### config.mk
export PLATFORM = sky130hd
export DESIGN_NAME = dcef_error_flags
export DESIGN_NICKNAME = d
export VERILOG_FILES = /design/src/dcef_pkg_end_marker_none.sv /design/src/dcef_pkg.sv /design/src/dcef_missed_tracker.sv /design/src/dcef_err_irq.sv /design/src/dcef_error_flags.sv
export SDC_FILE = /design/constraint.sdc
export NUM_CORES = 1
export LEC_CHECK = 0
export BUFFER_PORTS_ARGS = -buffer_cell sky130_fd_sc_hd__buf_2
export CAP_MARGIN = 40
export CORE_AREA = 3 3 153 155
export DETAILED_ROUTE_END_ITERATION = 6
export DIE_AREA = 0 0 156 158
export HOLD_SLACK_MARGIN = 0.02
export PLACE_DENSITY = 0.78
export RECOVER_POWER = 25
export SYNTH_ARGS = -nofsm -noshare
export SYNTH_HDL_FRONTEND = slang
export SYNTH_HIERARCHICAL = 1
export SYNTH_SLANG_ARGS = --single-unit
### constraint.sdc
create_clock -name clk -period 9.3 [get_ports clk]
set_clock_uncertainty 0.05 [all_clocks]
set_input_delay 0.465 -clock clk [delete_from_list [all_inputs] [get_ports clk]]
set_output_delay 0.465 -clock clk [all_outputs]
set_load 0.05 [all_outputs]
### src/dcef_pkg_end_marker_none.sv
// Purpose: none
// Assumes: none
// Notes: intentionally empty compilation unit
`timescale 1ns/1ns
`default_nettype none
`default_nettype wire

### src/dcef_pkg.sv
// Purpose: shared constants of the dma channel error-flag block
// Assumes: 32-bit apb data, one aligned word per register
// Notes: offsets are byte addresses on the register bus
package dcef_pkg;
    localparam int DATA_W = 32;
    localparam int ADDR_W = 8;
    localparam int NUM_CH = 32;
    localparam int NUM_QCH = 8;
    localparam int NUM_TRIG = 3;
    localparam int NUM_Q = 2;
    localparam int QCNT_W = 5;
    localparam int TCC_MAX = 31;
    localparam int TCC_CNT_W = 6;
    localparam int IRQ_W = 3;

    localparam logic [ADDR_W-1:0] OFS_CH_FLAGS = 8'h00;
    localparam logic [ADDR_W-1:0] OFS_CH_CLR = 8'h04;
    localparam logic [ADDR_W-1:0] OFS_Q_FLAGS = 8'h08;
    localparam logic [ADDR_W-1:0] OFS_Q_CLR = 8'h0C;
    localparam logic [ADDR_W-1:0] OFS_CC_FLAGS = 8'h10;
    localparam logic [ADDR_W-1:0] OFS_CC_CLR = 8'h14;
    localparam logic [ADDR_W-1:0] OFS_ERROR_REEVALUATE_BIT = 8'h18;
    localparam logic [ADDR_W-1:0] OFS_THR = 8'h1C;
    localparam logic [ADDR_W-1:0] OFS_QSTAT0 = 8'h20;
    localparam logic [ADDR_W-1:0] OFS_QSTAT1 = 8'h24;
    localparam logic [ADDR_W-1:0] OFS_IRQ_STATUS = 8'h28;
    localparam logic [ADDR_W-1:0] OFS_IRQ_MASK = 8'h2C;

    // controller error word, clear word uses the same layout
    localparam int CC_Q0_BIT = 0;
    localparam int CC_TCC_BIT = 16;
    localparam int ERROR_REEVALUATE_BIT_BIT = 0;
    // threshold and queue status field positions
    localparam int THR_STRIDE = 8;
    localparam int QUEUE_STATUS_CNT_LSB = 0;
    localparam int QUEUE_STATUS_WM_LSB = 8;
    localparam int QUEUE_STATUS_THR_BIT = 24;
    // interrupt status bits
    localparam int IRQ_ERR_BIT = 0;
    localparam int IRQ_MISS_BIT = 1;
    localparam int IRQ_CC_BIT = 2;

    localparam logic [DATA_W-1:0] RST_ZERO = 32'h0000_0000;
    localparam logic [QCNT_W-1:0] THR_RST = 5'h10;
    localparam logic [IRQ_W-1:0] IRQ_MASK_RST = 3'h0;
endpackage

### src/dcef_missed_tracker.sv
// Purpose: per-channel missed-event detection with sticky flags
// Assumes: event, serviced and null inputs are one-cycle pulses
// Notes: trigger types are tracked as separate pending bits
`timescale 1ns/1ns
`default_nettype none
module dcef_missed_tracker #(
    parameter int CH = 8,
    parameter int TRIG = 1
) (
    input wire logic clk,
    input wire logic rstN,
    input wire logic [TRIG*CH-1:0] evt,
    input wire logic [CH-1:0] serviced,
    input wire logic [CH-1:0] nullHit,
    input wire logic [CH-1:0] clr,
    output logic [CH-1:0] flags,
    output logic newFlag
);
    logic [TRIG*CH-1:0] pend_q, pend_d;
    logic [CH-1:0] flag_q, flag_d, setVec;

    if (CH < 1 || CH > 32 || TRIG < 1) begin : g_chk
        $error("dcef_missed_tracker: CH or TRIG out of range");
    end

    // pending bits of every trigger type, dropped when serviced
    always_comb begin
        for (int i = 0; i < TRIG*CH; i++) begin
            pend_d[i] = evt[i] | (pend_q[i] & ~serviced[i%CH]);
        end
    end

    for (genvar c = 0; c < CH; c++) begin : g_ch
        logic [TRIG-1:0] hit;
        always_comb begin
            for (int t = 0; t < TRIG; t++) begin
                hit[t] = evt[t*CH+c] & pend_q[t*CH+c]
                    & ~serviced[c];
            end
            setVec[c] = (|hit) | nullHit[c];
            flag_d[c] = setVec[c]
                | (flag_q[c] & ~clr[c]);
        end

    end

    always_ff @(posedge clk or negedge rstN) begin
        if (!rstN) begin
            pend_q <= '0;
            flag_q <= '0;
        end else begin
            pend_q <= pend_d;
            flag_q <= flag_d;
        end
    end

    assign flags = flag_q;
    assign newFlag = |(setVec & ~flag_q);
endmodule // dcef_missed_tracker
`default_nettype wire

### src/dcef_err_irq.sv
// Purpose: error interrupt pulse on first error or on evaluate while an error is set
// Assumes: anyErr is the registered or of all error flags
// Notes: the pulse lasts one cycle
`timescale 1ns/1ns
`default_nettype none
module dcef_err_irq (
    input wire logic clk,
    input wire logic rstN,
    input wire logic anyErr,
    input wire logic evalReq,
    output logic errPulse
);
    logic anyPrev_q, anyPrev_d, pulse_q, pulse_d;

    always_comb begin
        anyPrev_d = anyErr;
        pulse_d = (anyErr & ~anyPrev_q)
            | (evalReq & anyErr);
    end

    always_ff @(posedge clk or negedge rstN) begin
        if (!rstN) begin
            anyPrev_q <= 1'b0;
            pulse_q <= 1'b0;
        end else begin
            anyPrev_q <= anyPrev_d;
            pulse_q <= pulse_d;
        end
    end

    assign errPulse = pulse_q;
endmodule // dcef_err_irq
`default_nettype wire

### src/dcef_error_flags.sv
// Purpose: dma channel error flags, clears and error interrupt
// Assumes: all event inputs are synchronous one-cycle pulses
// Notes: apb slave with zero wait states; read data from flops
`timescale 1ns/1ns
`default_nettype none
module dcef_error_flags
    import dcef_pkg::*;
#(
    parameter int TCC_LIMIT = TCC_MAX
) (
    input wire logic clk,
    input wire logic arst_n,
    input wire logic psel,
    input wire logic penable,
    input wire logic pwrite,
    input wire logic [ADDR_W-1:0] paddr,
    input wire logic [DATA_W-1:0] pwdata,
    output logic [DATA_W-1:0] prdata,
    output logic pready,
    output logic pslverr,
    input wire logic [NUM_CH-1:0] chanEvtManual,
    input wire logic [NUM_CH-1:0] chanEvtChain,
    input wire logic [NUM_CH-1:0] chanEvtHw,
    input wire logic [NUM_CH-1:0] chanServiced,
    input wire logic [NUM_CH-1:0] chanNullHit,
    input wire logic [NUM_QCH-1:0] quickEvt,
    input wire logic [NUM_QCH-1:0] quickServiced,
    input wire logic [NUM_QCH-1:0] quickNullHit,
    input wire logic [QCNT_W-1:0] queue0Count,
    input wire logic [QCNT_W-1:0] queue1Count,
    input wire logic trIssued,
    input wire logic completionIntEn,
    input wire logic completionChainEn,
    input wire logic tccReturned,
    output logic errPulse,
    output logic irq
);
    if (TCC_LIMIT < 1 || TCC_LIMIT >= (1 << TCC_CNT_W) - 1) begin : g_chk
        $error("dcef_error_flags: TCC_LIMIT out of range");
    end

    localparam logic [TCC_CNT_W-1:0] TCC_LIM = TCC_CNT_W'(TCC_LIMIT);

    // reset release through two flops
    logic rstMeta_q, rstSync_q, rstN;
    always_ff @(posedge clk or negedge arst_n) begin
        if (!arst_n) begin
            rstMeta_q <= 1'b0;
            rstSync_q <= 1'b0;
        end else begin
            rstMeta_q <= 1'b1;
            rstSync_q <= rstMeta_q;
        end
    end
    assign rstN = rstSync_q;

    // bus decode
    logic setup, access, wrAcc, rdAcc;
    assign setup = psel & ~penable;
    assign access = psel & penable;
    assign wrAcc = access & pwrite;
    assign rdAcc = access & ~pwrite;

    logic [NUM_CH-1:0] chClr;
    logic [NUM_QCH-1:0] qClr;
    logic [DATA_W-1:0] ccClr;
    logic evalReq, thrWr, maskWr;

    always_comb begin
        chClr = '0;
        qClr = '0;
        ccClr = RST_ZERO;
        if (wrAcc && paddr == OFS_CH_CLR) begin
            chClr = pwdata[NUM_CH-1:0];
        end
        if (wrAcc && paddr == OFS_Q_CLR) begin
            qClr = pwdata[NUM_QCH-1:0];
        end
        if (wrAcc && paddr == OFS_CC_CLR) begin
            ccClr = pwdata;
        end
    end
    assign evalReq = wrAcc && paddr == OFS_ERROR_REEVALUATE_BIT && pwdata[ERROR_REEVALUATE_BIT_BIT];
    assign thrWr = wrAcc && paddr == OFS_THR;
    assign maskWr = wrAcc && paddr == OFS_IRQ_MASK;

    // missed-event trackers
    logic [NUM_CH-1:0] chFlags;
    logic [NUM_QCH-1:0] qFlags;
    logic chNew, qNew;

    dcef_missed_tracker #(
        .CH(NUM_CH),
        .TRIG(NUM_TRIG)
    ) u_chan (
        .clk(clk),
        .rstN(rstN),
        .evt({chanEvtHw, chanEvtChain, chanEvtManual}),
        .serviced(chanServiced),
        .nullHit(chanNullHit),
        .clr(chClr),
        .flags(chFlags),
        .newFlag(chNew)
    );

    dcef_missed_tracker #(
        .CH(NUM_QCH),
        .TRIG(1)
    ) u_quick (
        .clk(clk),
        .rstN(rstN),
        .evt(quickEvt),
        .serviced(quickServiced),
        .nullHit(quickNullHit),
        .clr(qClr),
        .flags(qFlags),
        .newFlag(qNew)
    );

    // queue thresholds, watermarks and threshold errors
    logic [QCNT_W-1:0] qCount [NUM_Q];
    logic [QCNT_W-1:0] thr_q [NUM_Q];
    logic [QCNT_W-1:0] thr_d [NUM_Q];
    logic [QCNT_W-1:0] wm_q [NUM_Q];
    logic [QCNT_W-1:0] wm_d [NUM_Q];
    logic [NUM_Q-1:0] thrx_q, thrx_d, qHit, qErr_q, qErr_d;
    assign qCount[0] = queue0Count;
    assign qCount[1] = queue1Count;

    for (genvar q = 0; q < NUM_Q; q++) begin : g_q
        logic clrQ;
        assign clrQ = ccClr[CC_Q0_BIT+q];
        always_comb begin
            qHit[q] = qCount[q] >= thr_q[q];
            thr_d[q] = thr_q[q];
            if (thrWr) begin
                thr_d[q] = pwdata[q*THR_STRIDE +: QCNT_W];
            end
            wm_d[q] = (qCount[q] > wm_q[q]) ? qCount[q] : wm_q[q];
            if (clrQ) begin
                wm_d[q] = qCount[q];
            end
            thrx_d[q] = qHit[q] | (thrx_q[q] & ~clrQ);
            qErr_d[q] = qHit[q] | (qErr_q[q] & ~clrQ);
        end
        always_ff @(posedge clk or negedge rstN) begin
            if (!rstN) begin
                thr_q[q] <= THR_RST;
                wm_q[q] <= '0;
                thrx_q[q] <= 1'b0;
                qErr_q[q] <= 1'b0;
            end else begin
                thr_q[q] <= thr_d[q];
                wm_q[q] <= wm_d[q];
                thrx_q[q] <= thrx_d[q];
                qErr_q[q] <= qErr_d[q];
            end
        end

    end

    // outstanding completion-code tracking
    logic [TCC_CNT_W-1:0] tccCnt_q, tccCnt_d;
    logic needTcc, tccOver, completion_code_overflow_q, completion_code_overflow_d;
    assign needTcc = trIssued & (completionIntEn | completionChainEn);
    assign tccOver = needTcc & ~tccReturned
        & (tccCnt_q == TCC_LIM);

    always_comb begin
        tccCnt_d = tccCnt_q;
        if (needTcc && !tccReturned && tccCnt_q != TCC_LIM) begin
            tccCnt_d = tccCnt_q + 1'b1;
        end else if (!needTcc && tccReturned && tccCnt_q != '0) begin
            tccCnt_d = tccCnt_q - 1'b1;
        end
        completion_code_overflow_d = tccOver | (completion_code_overflow_q & ~ccClr[CC_TCC_BIT]);
    end

    always_ff @(posedge clk or negedge rstN) begin
        if (!rstN) begin
            tccCnt_q <= '0;
            completion_code_overflow_q <= 1'b0;
        end else begin
            tccCnt_q <= tccCnt_d;
            completion_code_overflow_q <= completion_code_overflow_d;
        end
    end

    // controller error word
    logic [DATA_W-1:0] ccWord;
    always_comb begin
        ccWord = RST_ZERO;
        ccWord[CC_Q0_BIT +: NUM_Q] = qErr_q;
        ccWord[CC_TCC_BIT] = completion_code_overflow_q;
    end

    // error interrupt
    logic anyErr;
    assign anyErr = (|chFlags) | (|qFlags) | (|ccWord);

    dcef_err_irq u_irq (
        .clk(clk),
        .rstN(rstN),
        .anyErr(anyErr),
        .evalReq(evalReq),
        .errPulse(errPulse)
    );

    // sticky interrupt status, cleared by reading it
    logic [IRQ_W-1:0] irqSt_q, irqSt_d, irqMask_q, irqMask_d;
    logic [IRQ_W-1:0] irqSet, irqRdClr;
    logic [DATA_W-1:0] prdata_q, prdata_d;
    logic pslverr_q, pslverr_d;

    always_comb begin
        irqSet = '0;
        irqSet[IRQ_ERR_BIT] = errPulse;
        irqSet[IRQ_MISS_BIT] = chNew | qNew;
        irqSet[IRQ_CC_BIT] = |{qHit & ~qErr_q, tccOver & ~completion_code_overflow_q};
        irqRdClr = '0;
        if (rdAcc && paddr == OFS_IRQ_STATUS) begin
            irqRdClr = prdata_q[IRQ_W-1:0];
        end
        irqSt_d = irqSet | (irqSt_q & ~irqRdClr);
        irqMask_d = maskWr ? pwdata[IRQ_W-1:0] : irqMask_q;
    end

    // read data captured in the setup cycle
    logic [DATA_W-1:0] qstatWord [NUM_Q];
    for (genvar s = 0; s < NUM_Q; s++) begin : g_queue_status
        always_comb begin
            qstatWord[s] = RST_ZERO;
            qstatWord[s][QUEUE_STATUS_CNT_LSB +: QCNT_W] = qCount[s];
            qstatWord[s][QUEUE_STATUS_WM_LSB +: QCNT_W] = wm_q[s];
            qstatWord[s][QUEUE_STATUS_THR_BIT] = thrx_q[s];
        end
    end

    always_comb begin
        prdata_d = prdata_q;
        pslverr_d = pslverr_q;
        if (setup) begin
            prdata_d = RST_ZERO;
            pslverr_d = 1'b0;
            case (paddr)
                OFS_CH_FLAGS: prdata_d = DATA_W'(chFlags);
                OFS_Q_FLAGS: prdata_d = DATA_W'(qFlags);
                OFS_CC_FLAGS: prdata_d = ccWord;
                OFS_CH_CLR, OFS_Q_CLR, OFS_CC_CLR, OFS_ERROR_REEVALUATE_BIT: begin
                    prdata_d = RST_ZERO;
                end
                OFS_THR: begin
                    prdata_d[0 +: QCNT_W] = thr_q[0];
                    prdata_d[THR_STRIDE +: QCNT_W] = thr_q[1];
                end
                OFS_QSTAT0: prdata_d = qstatWord[0];
                OFS_QSTAT1: prdata_d = qstatWord[1];
                OFS_IRQ_STATUS: prdata_d = DATA_W'(irqSt_q);
                OFS_IRQ_MASK: prdata_d = DATA_W'(irqMask_q);
                default: pslverr_d = 1'b1;
            endcase
        end
    end

    always_ff @(posedge clk or negedge rstN) begin
        if (!rstN) begin
            irqSt_q <= '0;
            irqMask_q <= IRQ_MASK_RST;
            prdata_q <= RST_ZERO;
            pslverr_q <= 1'b0;
        end else begin
            irqSt_q <= irqSt_d;
            irqMask_q <= irqMask_d;
            prdata_q <= prdata_d;
            pslverr_q <= pslverr_d;
        end
    end

    assign prdata = prdata_q;
    assign pready = access;
    assign pslverr = pslverr_q & access;
    assign irq = |(irqSt_q & irqMask_q);
endmodule // dcef_error_flags
`default_nettype wire

==> results of run 1 <==
-- cell usage in the layout, fill, tap and decap left out, drive strengths merged, types with 4 or more instances in the layout --
master / n
buf: 283
dfrtp: 216
inv: 113
a21o: 108
and2: 45
clkbuf: 38
mux2: 37
nor3: 33
nand2b: 32
nor2: 32
a22oi: 31
nand2: 27
ha: 24
o2111ai: 24
o22ai: 23
nand3b: 22
nor4: 22
a22o: 21
a21oi: 18
nand3: 12
o21ai: 12
nand4: 11
nor2b: 10
and3: 9
a221oi: 9
a32o: 8
a31oi: 7
or2: 7
a222oi: 6
o211ai: 6
a221o: 5
clkinv: 5
nor4bb: 4
-- metal layers --
layer,share of wire (%),vias up
li1,-,4342
met2,49,379
met4,2.4,6
met3,7.6,53
met5,0.066,-
met1,41,4580
-- power groups by stage --
stage | Combinational, µW | Clock, µW | Sequential, µW
floorplan | 268 | 0 | 1120
finish | 449 | 1010 | 1090
global route | 492 | 1060 | 1100
CTS | 449 | 1030 | 1090
detailed placement | 445 | 0 | 1110
global placement | 428 | 0 | 1100
-- cell type report --
| class | instances | area (µm²) | area share (%) |
|---|---|---|---|
| timing repair buffer | 285 | 1460 | 10.8 |
| antenna | 1 | 2.50 | 0.0185 |
| tap | 280 | 350 | 2.59 |
| inverter | 112 | 420 | 3.11 |
| multi-input combinational | 659 | 4970 | 36.8 |
| clock buffer | 37 | 751 | 5.55 |
| clock inverter | 9 | 101 | 0.750 |
| sequential | 218 | 5460 | 40.4 |
-- sequential cells by signal, indices dropped and copies added, names as in the netlist, 2 cells and up --
signal,count
u_chan/pend_q,96
prdata,32
u_chan/flags,32
qstatWord,12
thr_q,10
u_quick/flags,8
u_quick/pend_q,8
tccCnt_q,6
irqMask_q,3
irqSt_q,3
ccWord,2
-- cell families after synthesis --
logic type      count (synthesis)  share of synthesized area (%)
buf+inv                       130                           4.77
simple gates                  279                           15.6
other cells                     1                         0.0342
mux                            38                           4.35
fa+ha+maj                      25                           2.92
compound gates                312                           22.2
xor+xnor                        4                          0.320
flops                         218                           49.8
-- worst paths after layout --
path,slack (ns),depth (start not counted),to
worst max register to register,6.67,9,tccCnt_q[5]
worst max-delay path,6.67,9,tccCnt_q[5]
worst min register to register,0.30,0,rstN
worst min-delay path,0.08,2,u_chan/pend_q[53]
max in group asynchronous,6.83,1,u_chan/pend_q[52]
min in group asynchronous,0.20,2,rstMeta_q
-- synthesized netlist by cell type (5+ instances only) --
cell and count:
nand2_1 26, a22o_1 21, a221o_1 5, and2_1 45, inv_1 110, mux2_1 17
a31oi_1 7, nor2b_1 10, a22oi_1 31, nor2_1 32, mux2_4 10, buf_2 7
ha_1 24, nand4_1 11, dfrtp_1 216, a221oi_1 9, nand2b_1 32, o22ai_1 23
o2111ai_1 24, a222oi_1 6, clkbuf_1 6, a21o_1 107, mux2_2 10, o211ai_1 6
nand3b_1 21, a21oi_1 18, or2_2 7, nand3_1 12, o21ai_0 9, nor3_1 33
nor4_1 19, a32o_1 8, and3_1 9
-- per-stage QoR --
step / setup slack [ns] / area, µm² / util [%]
after floorplan: 2.73 / 11000 / -
after global placement: 6.59 / 12600 / 57.6
after detailed placement: 6.53 / 12700 / 57.6
after CTS: 6.70 / 13500 / 61.6
after global routing: 6.46 / 13500 / 61.5
final: 6.67 / 13500 / 61.6
-- worst register-to-register path, stage by stage (launching register included) --
cell      delay (ns)
dfrtp_1         0.46
nand4_1         0.11
nor2_1          0.08
nor3_1          0.24
inv_1           0.18
ha_1            0.34
a211oi_1        0.22
o21bai_1        0.11
a21oi_1         0.20
mux4_2          0.52
==> impl_results.md, run 1 <==
- Met2 Usage GRT: 46.9%
- Cell count after synthesis: approximately 1000
- Hold_buf cts: 1
- Comb power frac: ~18%
- 1st-iter DRT viols: 747
- Leak: 0.00655 µW
- Initial antenna violation count: 4
- Ys async rst share: 100%
- Post-synth EDFFs: 0
- Pwr dens: 189 nW/µm²
- Worst-path clk slew: roughly 0.06 ns
- Die area: 24600 µm²
- GRT Util Overall: 27.3%
- Layout cells sized above 1: 28.5%
- Die Width: approximately 160 µm
- Ys Warns: 6
- Worst vdd ir: 0.000132 V
- M1 GR Usage: 35.8%
- Post-synthesis sequential area ratio: 49.8%
- Clock Latency Late Sink: 0.53 ns
- Final Hold Violating Endpoints: 0
- Setup TNS: 0 ns
- Total gr overflow: 0
- Kind of critical path: register to register
- Final non-filler cell total: 1601
- Clock network power share: 39.6%
- I/O Pins: 279
- CP endpoint kind: register
- Port buffer count: 278
- CTS Root Cell: clkbuf_16
- Hold slack final: 0.0753 ns
- Worst slew pin tran: 1.58 ns
- Synth Flop Type: dfrtp_1
- Failing checks: capacitance limit, slew limit
- Leading area contributor after synthesis: dfrtp_1
- Initial DRT Pass Iterations: 5
- Max-Cap Viols: 1
- Synth Net Count: 1275
- Cts repair resizes: 0
- Clock tree sinks: around 220
- Required time of the critical path: ~9.6 ns
- Psw: 701 µW
- CP startpoint: tccCnt_q[0]
- Die height: 158 µm
- Synth top area cells: dfrtp_1 (49%), a21o_1 (7.3%), inv_1 (3.8%), ha_1 (2.7%), and2_1 (2.6%)
- RR Startpoint: tccCnt_q[0]
- Worst rel slew slack: -5.19%
- Net Sw Frac: between 20% and 30%
- Hpwl dp: 26.9 mm
- Worst hold start: chanEvtChain[21]
- WL/cell: ~22 µm
- Critical path, cell by cell: nand4_1 > nor2_1 > nor3_1 > inv_1 > ha_1 > a211oi_1 > o21bai_1 > a21oi_1 > mux4_2
- Worst path max stage delay: 0.52 ns
- Synth Register Bits: 218
- Core ar.: between 20000 and 25000 µm²
- Top delay family on crit path: compound AO/OA/AOI/OAI gates
- GP Congestion: 0.860
- Clock buffer count from CTS: 25
- Seq pwr share: approximately 43%
- CTS tree: done
- GR Layer Usage met3: 5.33%
- GR peak layer: met2
- Vias per inst: a little under 6
- Final Slew Violations: 39
- Minimum clock period after layout: 2.63 ns
- Vias in the first global route: 9377
- Worst Setup Start Kind: register
- Total Power: ~2600 µW
- Row count: 54
- Yosys top cell area share: 49.3%
- Fin crit share: 28.3%
- Dpl cells: 1553
- Htree depth: 1
- Achievable frequency: 380 MHz
- Final WL: 34.7 mm
- # setup viols final: 0
- Postcts setup bufs: 0
- Worst min path class: input port to register
- CP arrival: ~3.0 ns
- Unrepaired setup endpoints after global routing: false
- Crit Path Max Fanout: 6
- Status: finished, violations left
- Filler cell count: 1780
- Synthesis-to-finish area growth: 23.4%
- Distinct cells, synth: 79
- Internal: 1850 µW
- # nets final: between 1500 and 2000
- First-pass GRT wire length: 52.2 mm
- Residual DRC count: 0
- Worst path bufs/invs: 1
- Antenna Nets Post-Route: 0
- Max Root-Sink Buffers: 3
- Initial Util: between 40% and 50%
- Avg Cell Area, Syn: 10.9 µm²
- Largest net degree at the start of global routing: 179
- Critical path's slowest cell: mux4_2
- Syn Std Cell Area: 11000 µm²
- DR vias: approximately 9400
Power figures use the tool's default switching activity.
==> run 2, diff against run 1 <==
Clock period 9.3 ns to 2.7 ns, I/O delays scaled along.
==> impl_results.md, run 2 <==
- Synth Register Bits: 218 (unchanged)
- Ys Warns: 6 (unchanged)
- Yosys top cell area share: 49.3% (unchanged)
- Die Width: 156 µm (unchanged)
- Synth top area cells: dfrtp_1 (49%), a21o_1 (7.3%), inv_1 (3.8%), ha_1 (2.7%), and2_1 (2.6%) (unchanged)
- Status: aborted with a tool error (was finished, violations left)
- GP Congestion: 0.929 (was 0.860)
- Ys async rst share: 100% (unchanged)
- Post-synthesis sequential area ratio: 49.8% (unchanged)
- Syn Std Cell Area: 11000 µm² (unchanged)
- Hold_buf cts: 322 (was 1)
- Max Root-Sink Buffers: 3 (unchanged)
- Initial Util: 49.9% (unchanged)
- Hpwl dp: 27.9 mm (was 26.9 mm)
- Clock buffer count from CTS: 25 (unchanged)
- Clock tree sinks: 218 (unchanged)
- Port buffer count: 278 (unchanged)
- Cts repair resizes: 0 (unchanged)
- Synth Flop Type: dfrtp_1 (unchanged)
- Htree depth: 1 (unchanged)
- CTS Root Cell: clkbuf_16 (unchanged)
- Post-synth EDFFs: 0 (unchanged)
- Cell count after synthesis: 1007 (unchanged)
- Most frequent cell after synthesis: dfrtp_1 (unchanged)
- I/O Pins: 279 (unchanged)
- Row count: 54 (unchanged)
- Avg Cell Area, Syn: 10.9 µm² (unchanged)
- Postcts setup bufs: 0 (unchanged)
- Die height: 158 µm (unchanged)
- Top post-synthesis cells by count: dfrtp_1 (216), inv_1 (110), a21o_1 (107), and2_1 (45), nor3_1 (33) (unchanged)
- Synth Net Count: 1275 (unchanged)
- Leading area contributor after synthesis: dfrtp_1 (unchanged)
- Stop Error: [ERROR RSZ-0060] Max buffer count reached.
- Failed at: clock tree synthesis (4_1_cts)
- Distinct cells, synth: 79 (unchanged)
==> run 2: cell counts after synthesis <==
Identical to the previous run, type by type.
==> run 2: metrics by stage <==
stage               setup slack [ns]  cell area [µm²]  hold slack (ns)  utilization, %  instances
detailed placement             0.114            12700           -0.126            58.0       1562
global placement               0.132            12700           -0.127            58.0       1561
floorplan                      0.356            11000           -0.211               -       1007
==> run 2: cells by family after synthesis <==
family,share of synthesized area (%)
muxes,4.35
and+or+nand+nor,15.6
adders and majority gates,2.92
xor gates and xnor gates,0.320
AOI/OAI and AO/OA,22.2
other,0.0342
DFF,49.8
buffers and inverters,4.77
==> run 3, diff against run 2 <==
Settings changed: CORE_AREA 3 3 153 155 to 3 3 181 183, DIE_AREA 0 0 156 158 to 0 0 184 186, HOLD_SLACK_MARGIN 0.02 to default, PLACE_DENSITY 0.78 to default, PLACE_DENSITY_LB_ADDON from default to 0.15.
==> impl_results.md, run 3 (synthesis gave the netlist of run 1 again) <==
- Status: finished, violations left (was aborted with a tool error)
- Failing checks: capacitance limit, slew limit
- GRT Util Overall: 24.0%
- # nets final: 1901
- Unrepaired setup endpoints after global routing: false
- Flop2flop setup slack: 0.18 ns
- Die height: 186 µm (was 158 µm)
- Internal: 7100 µW
- Hold slack final: 0.0404 ns
- Largest register FFs: 96
- Comb power frac: 19.9%
- Final WL: 41.9 mm
- 1st-iter DRT viols: 606
- Crit Path Max Fanout: 6
- I/O Pins: 279 (unchanged)
- CTS tree: done
- Reg with most FFs: u_chan/pend_q
- Htree depth: 1 (unchanged)
- Worst setup margin: 0.177 ns
- CTS Root Cell: clkbuf_16 (unchanged)
- Area post-placement: 12900 µm² (was 12700 µm²)
- Worst rel slew slack: -27.2%
- Kind of critical path: register to register
- Placement Setup Slack: -0.0382 ns (was 0.114 ns)
- Die Width: 184 µm (was 156 µm)
- Layout cells sized above 1: about a quarter
- Clock buffer count from CTS: 28 (was 25)
- Achievable frequency: approximately 400 MHz
- # setup viols final: 0
- Worst Setup Start Kind: register
- Final Slew Violations: 50
- Fin crit share: around 93%
- Worst-path clk slew: roughly 0.060 ns
- Hpwl dp: 30.3 mm (was 27.9 mm)
- Commonest non-fill, non-tap cell in the layout: dlygate4sd3_1
- Pwr dens: 566 nW/µm²
- Reg2Reg Depth: 6
- Antenna Nets Post-Route: 0
- Max-Cap Viols: 2
- Worst vdd ir: 0.000394 V
- Initial Util: 34.9% (was 49.9%)
- Worst slew pin tran: 1.91 ns
- Postcts setup bufs: 0 (unchanged)
- Largest net degree at the start of global routing: 66
- Required time of the critical path: approximately 3 ns
- RR Startpoint: u_chan/flags[15]
- Port buffer count: 278 (unchanged)
- Final Hold Violating Endpoints: 0
- CP endpoint kind: register
- First-pass GRT wire length: 63.9 mm
- Initial DRT Pass Iterations: 5
- CP arrival: slightly below 3 ns
- Final instance area: approximately 17000 µm²
- Die area: 34200 µm²
- Clock Latency Late Sink: 0.54 ns
- Residual DRC count: 0
- Initial antenna violation count: 5
- Clock tree sinks: 218 (unchanged)
- Worst min path class: input port to register
- GP Congestion: 0.841 (was 0.929)
- Core ar.: 31400 µm²
- Worst r2r dst: irqSt_q[1]
- Vias per inst: 5.21
- WL/cell: 20.3 µm
- Net Sw Frac: roughly 27%
- Minimum clock period after layout: 2.52 ns
- Row count: 65 (was 54)
- Setup TNS: 0 ns
- Crit path capture: irqSt_q[1]
- Total gr overflow: 0
- Vias in the first global route: 11300
- CP startpoint: u_chan/flags[15]
- Clock network power share: 41.2%
- Max Root-Sink Buffers: 3 (unchanged)
- Leak: 0.00781 µW
- Synthesis-to-finish area growth: 56.3%
- Commonest non-fill, non-tap cells in the layout: dlygate4sd3_1 (321), buf_2 (277), dfrtp_1 (215), inv_1 (109), a21o_1 (107)
- Seq pwr share: between 30% and 40%
- Psw: 2590 µW
- DR vias: 10700
- Util after Layout: ~55%
==> run 3: how the worst min path moves through the flow <==
stage | endpoint | slack [ns] | depth (start not counted) | startpoint
finish | pslverr_q | 0.04 | 3 | paddr[6]
global route | pslverr_q | 0.06 | 3 | paddr[6]
CTS | pslverr_q | 0.008 | 3 | paddr[6]
detailed placement | rstMeta_q | -0.12 | 1 | arst_n
global placement | rstMeta_q | -0.13 | 1 | arst_n
floorplan | rstMeta_q | -0.21 | 0 | arst_n
==> run 3: cell type report <==
class                      instances  area (µm²)
antenna                            3        7.51
clock buffer                      37         796
clock inverter                    13         193
fill                            2788       14300
inverter                         112         420
multi-input combinational        659        4970
sequential                       218        5460
tap                              402         503
timing repair buffer             614        4770
==> run 3: worst max-delay path, cell delays in order, from the launching register on <==
cell and delay [ns]:
dfrtp_1 0.51, o22ai_1 0.19, nor4_2 0.51, o2111ai_1 0.19
nor4_1 0.50, nand4_1 0.17, a211o_1 0.29
==> run 3: metal layers <==
metal	vias to the layer above	part of all wire [%]	GRT usage, %	wire length [µm]
li1	5014	-	-	-
met5	-	0.074	0	31
met3	90	6.3	5.00	2630
met4	6	3.3	8.04	1370
met1	5255	41	29.9	17100
met2	364	50	41.7	20700
==> run 3: through the flow <==
step / cells / power (µW)
2_1_floorplan: 1007 / 4790
3_3_place_gp: 1684 / 5330
3_5_place_dp: 1684 / 5380
4_1_cts: 2055 / 9750
5_1_grt: 2057 / 10200
6_report: 2058 / 9700
==> run 3: timing repair <==
item | 4_1_cts | 5_1_grt
cloned | 0 | 0
endpoints found under the setup margin | 1 | 1
endpoints found under the hold margin | 184 | 0
hold buffers | 321 | 0
gates resized for setup | 1 | 4
==> run 3: power groups by stage <==
stage / logic [µW] / registers (µW) / clock network, µW
2_1_floorplan: 924 / 3860 / 0
3_3_place_gp: 1530 / 3810 / 0
3_5_place_dp: 1570 / 3820 / 0
4_1_cts: 1920 / 3760 / 4070
5_1_grt: 2140 / 3810 / 4220
6_report: 1930 / 3770 / 3990
==> run 4, diff against run 3 <==
Settings changed: CELL_PAD_IN_SITES_DETAIL_PLACEMENT from default to 1, CELL_PAD_IN_SITES_GLOBAL_PLACEMENT from default to 2, CORE_AREA 3 3 181 183 to 2 2 183 185, DIE_AREA 0 0 184 186 to 0 0 185 187.
==> impl_results.md, run 4 (synthesis gave the netlist of run 1 again) <==
- # setup viols final: 0 (unchanged)
- Initial Util: 33.3% (was 34.9%)
- Setup TNS: 0 ns (unchanged)
- Worst Setup Start Kind: input port (was register)
- Clock buffer count from CTS: 27 (was 28)
- Required time of the critical path: 3.07 ns (was 3.08 ns)
- Worst min path class: input port to register (unchanged)
- Flop2flop setup slack: 0.18 ns (about the same)
- Hold depth: 4 (was 3)
- Worst-path clk slew: 0.06 ns (about the same)
- Port buffer count: 278 (unchanged)
- Max Root-Sink Buffers: 3 (unchanged)
- CTS tree: done (unchanged)
- CTS Root Cell: clkbuf_16 (unchanged)
- GRT Util Overall: 26.9% (was 24.0%)
- Pwr dens: 537 nW/µm² (was 566 nW/µm²)
- Hpwl dp: 32.1 mm (was 30.3 mm)
- Worst r2r dst: irqSt_q[1] (unchanged)
- Min-Delay Endpoint: prdata[7] (was pslverr_q)
- Vias per inst: 5.22 (was 5.21)
- Worst slew pin tran: 2.11 ns (was 1.91 ns)
- Initial antenna violation count: 5 (unchanged)
- Achievable frequency: 393 MHz (was 396 MHz)
- Failing checks: capacitance limit, slew limit (unchanged)
- Status: finished, violations left (unchanged)
- DR vias: 10900 (was 10700)
- Reg with most FFs: u_chan/pend_q (unchanged)
- Worst hold start: penable (was paddr[6])
- Final Slew Violations: 54 (was 50)
- Hold slack final: 0.0202 ns (was 0.0404 ns)
- GP Congestion: 0.824 (was 0.841)
- 1st-iter DRT viols: 528 (was 606)
- Worst rel slew slack: -40.9% (was -27.2%)
- # nets final: 1897 (was 1901)
- Worst vdd ir: 0.000402 V (was 0.000394 V)
- Final WL: 46.2 mm (was 41.9 mm)
- I/O Pins: 279 (unchanged)
- Layout cells sized above 1: 23.3% (was 23.8%)
- Critical Path Most Common Cell: dlygate4sd3_1
- Fin crit share: 94.3% (was 93.5%)
- Die height: 187 µm (was 186 µm)
- Die area: 34600 µm² (was 34200 µm²)
- Antenna Nets Post-Route: 0 (unchanged)
- Residual DRC count: 0 (unchanged)
- Core ar.: 32900 µm² (was 31400 µm²)
- CP endpoint kind: register (unchanged)
- Synthesis-to-finish area growth: 54.4% (was 56.3%)
- WL/cell: 22.0 µm (was 20.3 µm)
- Die Width: 185 µm (was 184 µm)
- Row count: 67 (was 65)
- Vias in the first global route: 12300 (was 11300)
- Clock tree sinks: 218 (unchanged)
- Commonest non-fill, non-tap cell in the layout: dlygate4sd3_1 (unchanged)
- Initial DRT Pass Iterations: 5 (unchanged)
- Crit Path Max Fanout: 32 (was 6)
- Commonest non-fill, non-tap cells in the layout: dlygate4sd3_1 (314), buf_2 (277), dfrtp_1 (216), inv_1 (109), a21o_1 (107) (was dlygate4sd3_1 (321), buf_2 (277), dfrtp_1 (215), inv_1 (109), a21o_1 (107))
- Worst path max stage delay: 0.58 ns (was 0.51 ns)
- Largest register FFs: 96 (unchanged)
- Htree depth: 1 (unchanged)
- First-pass GRT wire length: 71.0 mm (was 63.9 mm)
- Final Hold Violating Endpoints: 0 (unchanged)
- Clock Latency Late Sink: 0.54 ns (about the same)
- Critical path's slowest cell: dlygate4sd3_1 (was dfrtp_1)
- Unrepaired setup endpoints after global routing: false (unchanged)
- Max-Cap Viols: 2 (unchanged)
- Minimum clock period after layout: 2.55 ns (was 2.52 ns)
- Critical path, cell by cell: buf_2 > nor4_2 > buf_4 > and3_1 > buf_12 > and2_1 > inv_1 > a21oi_1 > dlygate4sd3_1 > o211ai_1 > dlygate4sd3_1 (was o22ai_1 > nor4_2 > o2111ai_1 > nor4_1 > nand4_1 > a211o_1)
- Kind of critical path: input port to register (was register to register)
- CP arrival: 2.92 ns (was 2.90 ns)
- RR Startpoint: u_chan/flags[15] (unchanged)
- Total gr overflow: 0 (unchanged)
- Leak: 0.00768 µW (was 0.00781 µW)
- Largest net degree at the start of global routing: 47 (was 66)
- Reg2Reg Depth: 6 (unchanged)
## run 4: cell types whose count changed in the layout (fill, tap and decap cells not counted), moves of 2 or more
cell / delta
buf_4: +3
bufinv_16: -5
clkbuf_1: +7
clkbuf_16: -2
clkinv_2: -5
dlygate4sd3_1: -7
## run 4: metrics by stage
| step | setup WS [ns] | std cells | area [µm²] | util, % | total power [µW] |
|---|---|---|---|---|---|
| floorplan | 0.356 | 1007 | 11000 | - | 4790 |
| global placement | 0.0370 | 1734 | 13000 | 39.6 | 5380 |
| detailed placement | 0.0368 | 1734 | 13000 | 39.6 | 5430 |
| CTS | 0.0348 | 2091 | 16900 | 51.5 | 9120 |
| global route | 0.0235 | 2093 | 16900 | 51.5 | 9520 |
| finish | 0.153 | 2094 | 16900 | 51.5 | 9080 |
## run 4: routing by layer
metal | GRT usage, % | up-vias | share of wire (%)
met5 | 0 | - | 0.052
met3 | 4.44 | 105 | 4.7
met4 | 11.6 | 4 | 4.6
li1 | - | 4996 | -
met2 | 47.7 | 302 | 50
met1 | 32.0 | 5515 | 40
## run 4: repair_timing
item / in CTS / in global routing
buffers inserted: 0 / 0
endpoints found under the setup margin: 0 / 2
resized for setup: 0 / 4
endpoints found under the hold margin: 173 / 0
hold buffers: 314 / 0
## run 4: power by group
| group | switching (µW) | internal (µW) |
|---|---|---|
| logic | 937 | 1040 |
| registers | 238 | 3540 |
| clock network | 1420 | 1900 |
| total | 2590 | 6480 |
## run 4: area by class of cell
class | instances | area (µm²)
antenna | 3 | 7.51
clock buffer | 40 | 754
clock inverter | 3 | 18.8
fill | 3716 | 15900
inverter | 112 | 420
multi-input combinational | 659 | 4970
sequential | 218 | 5460
tap | 448 | 561
timing repair buffer | 611 | 4730
## run 4: how the worst max path moves through the flow
| stage | depth (start not counted) | start | slack (ns) | endpoint |
|---|---|---|---|---|
| detailed placement | 6 | u_chan/flags[4] | 0.04 | irqSt_q[1] |
| global route | 7 | u_chan/pend_q[59] | 0.02 | irqSt_q[1] |
| global placement | 6 | u_chan/flags[4] | 0.04 | irqSt_q[1] |
| finish | 11 | paddr[5] | 0.15 | u_chan/flags[17] |
| floorplan | 9 | tccCnt_q[0] | 0.36 | tccCnt_q[5] |
| CTS | 6 | u_chan/flags[4] | 0.03 | irqSt_q[1] |
## run 4: worst max-delay path: cells and delay by family
| kind | cells | cell delay [ns] |
|---|---|---|
| buf+inv | 6 | 1.88 |
| simple gates | 3 | 0.65 |
| compound gates | 2 | 0.22 |
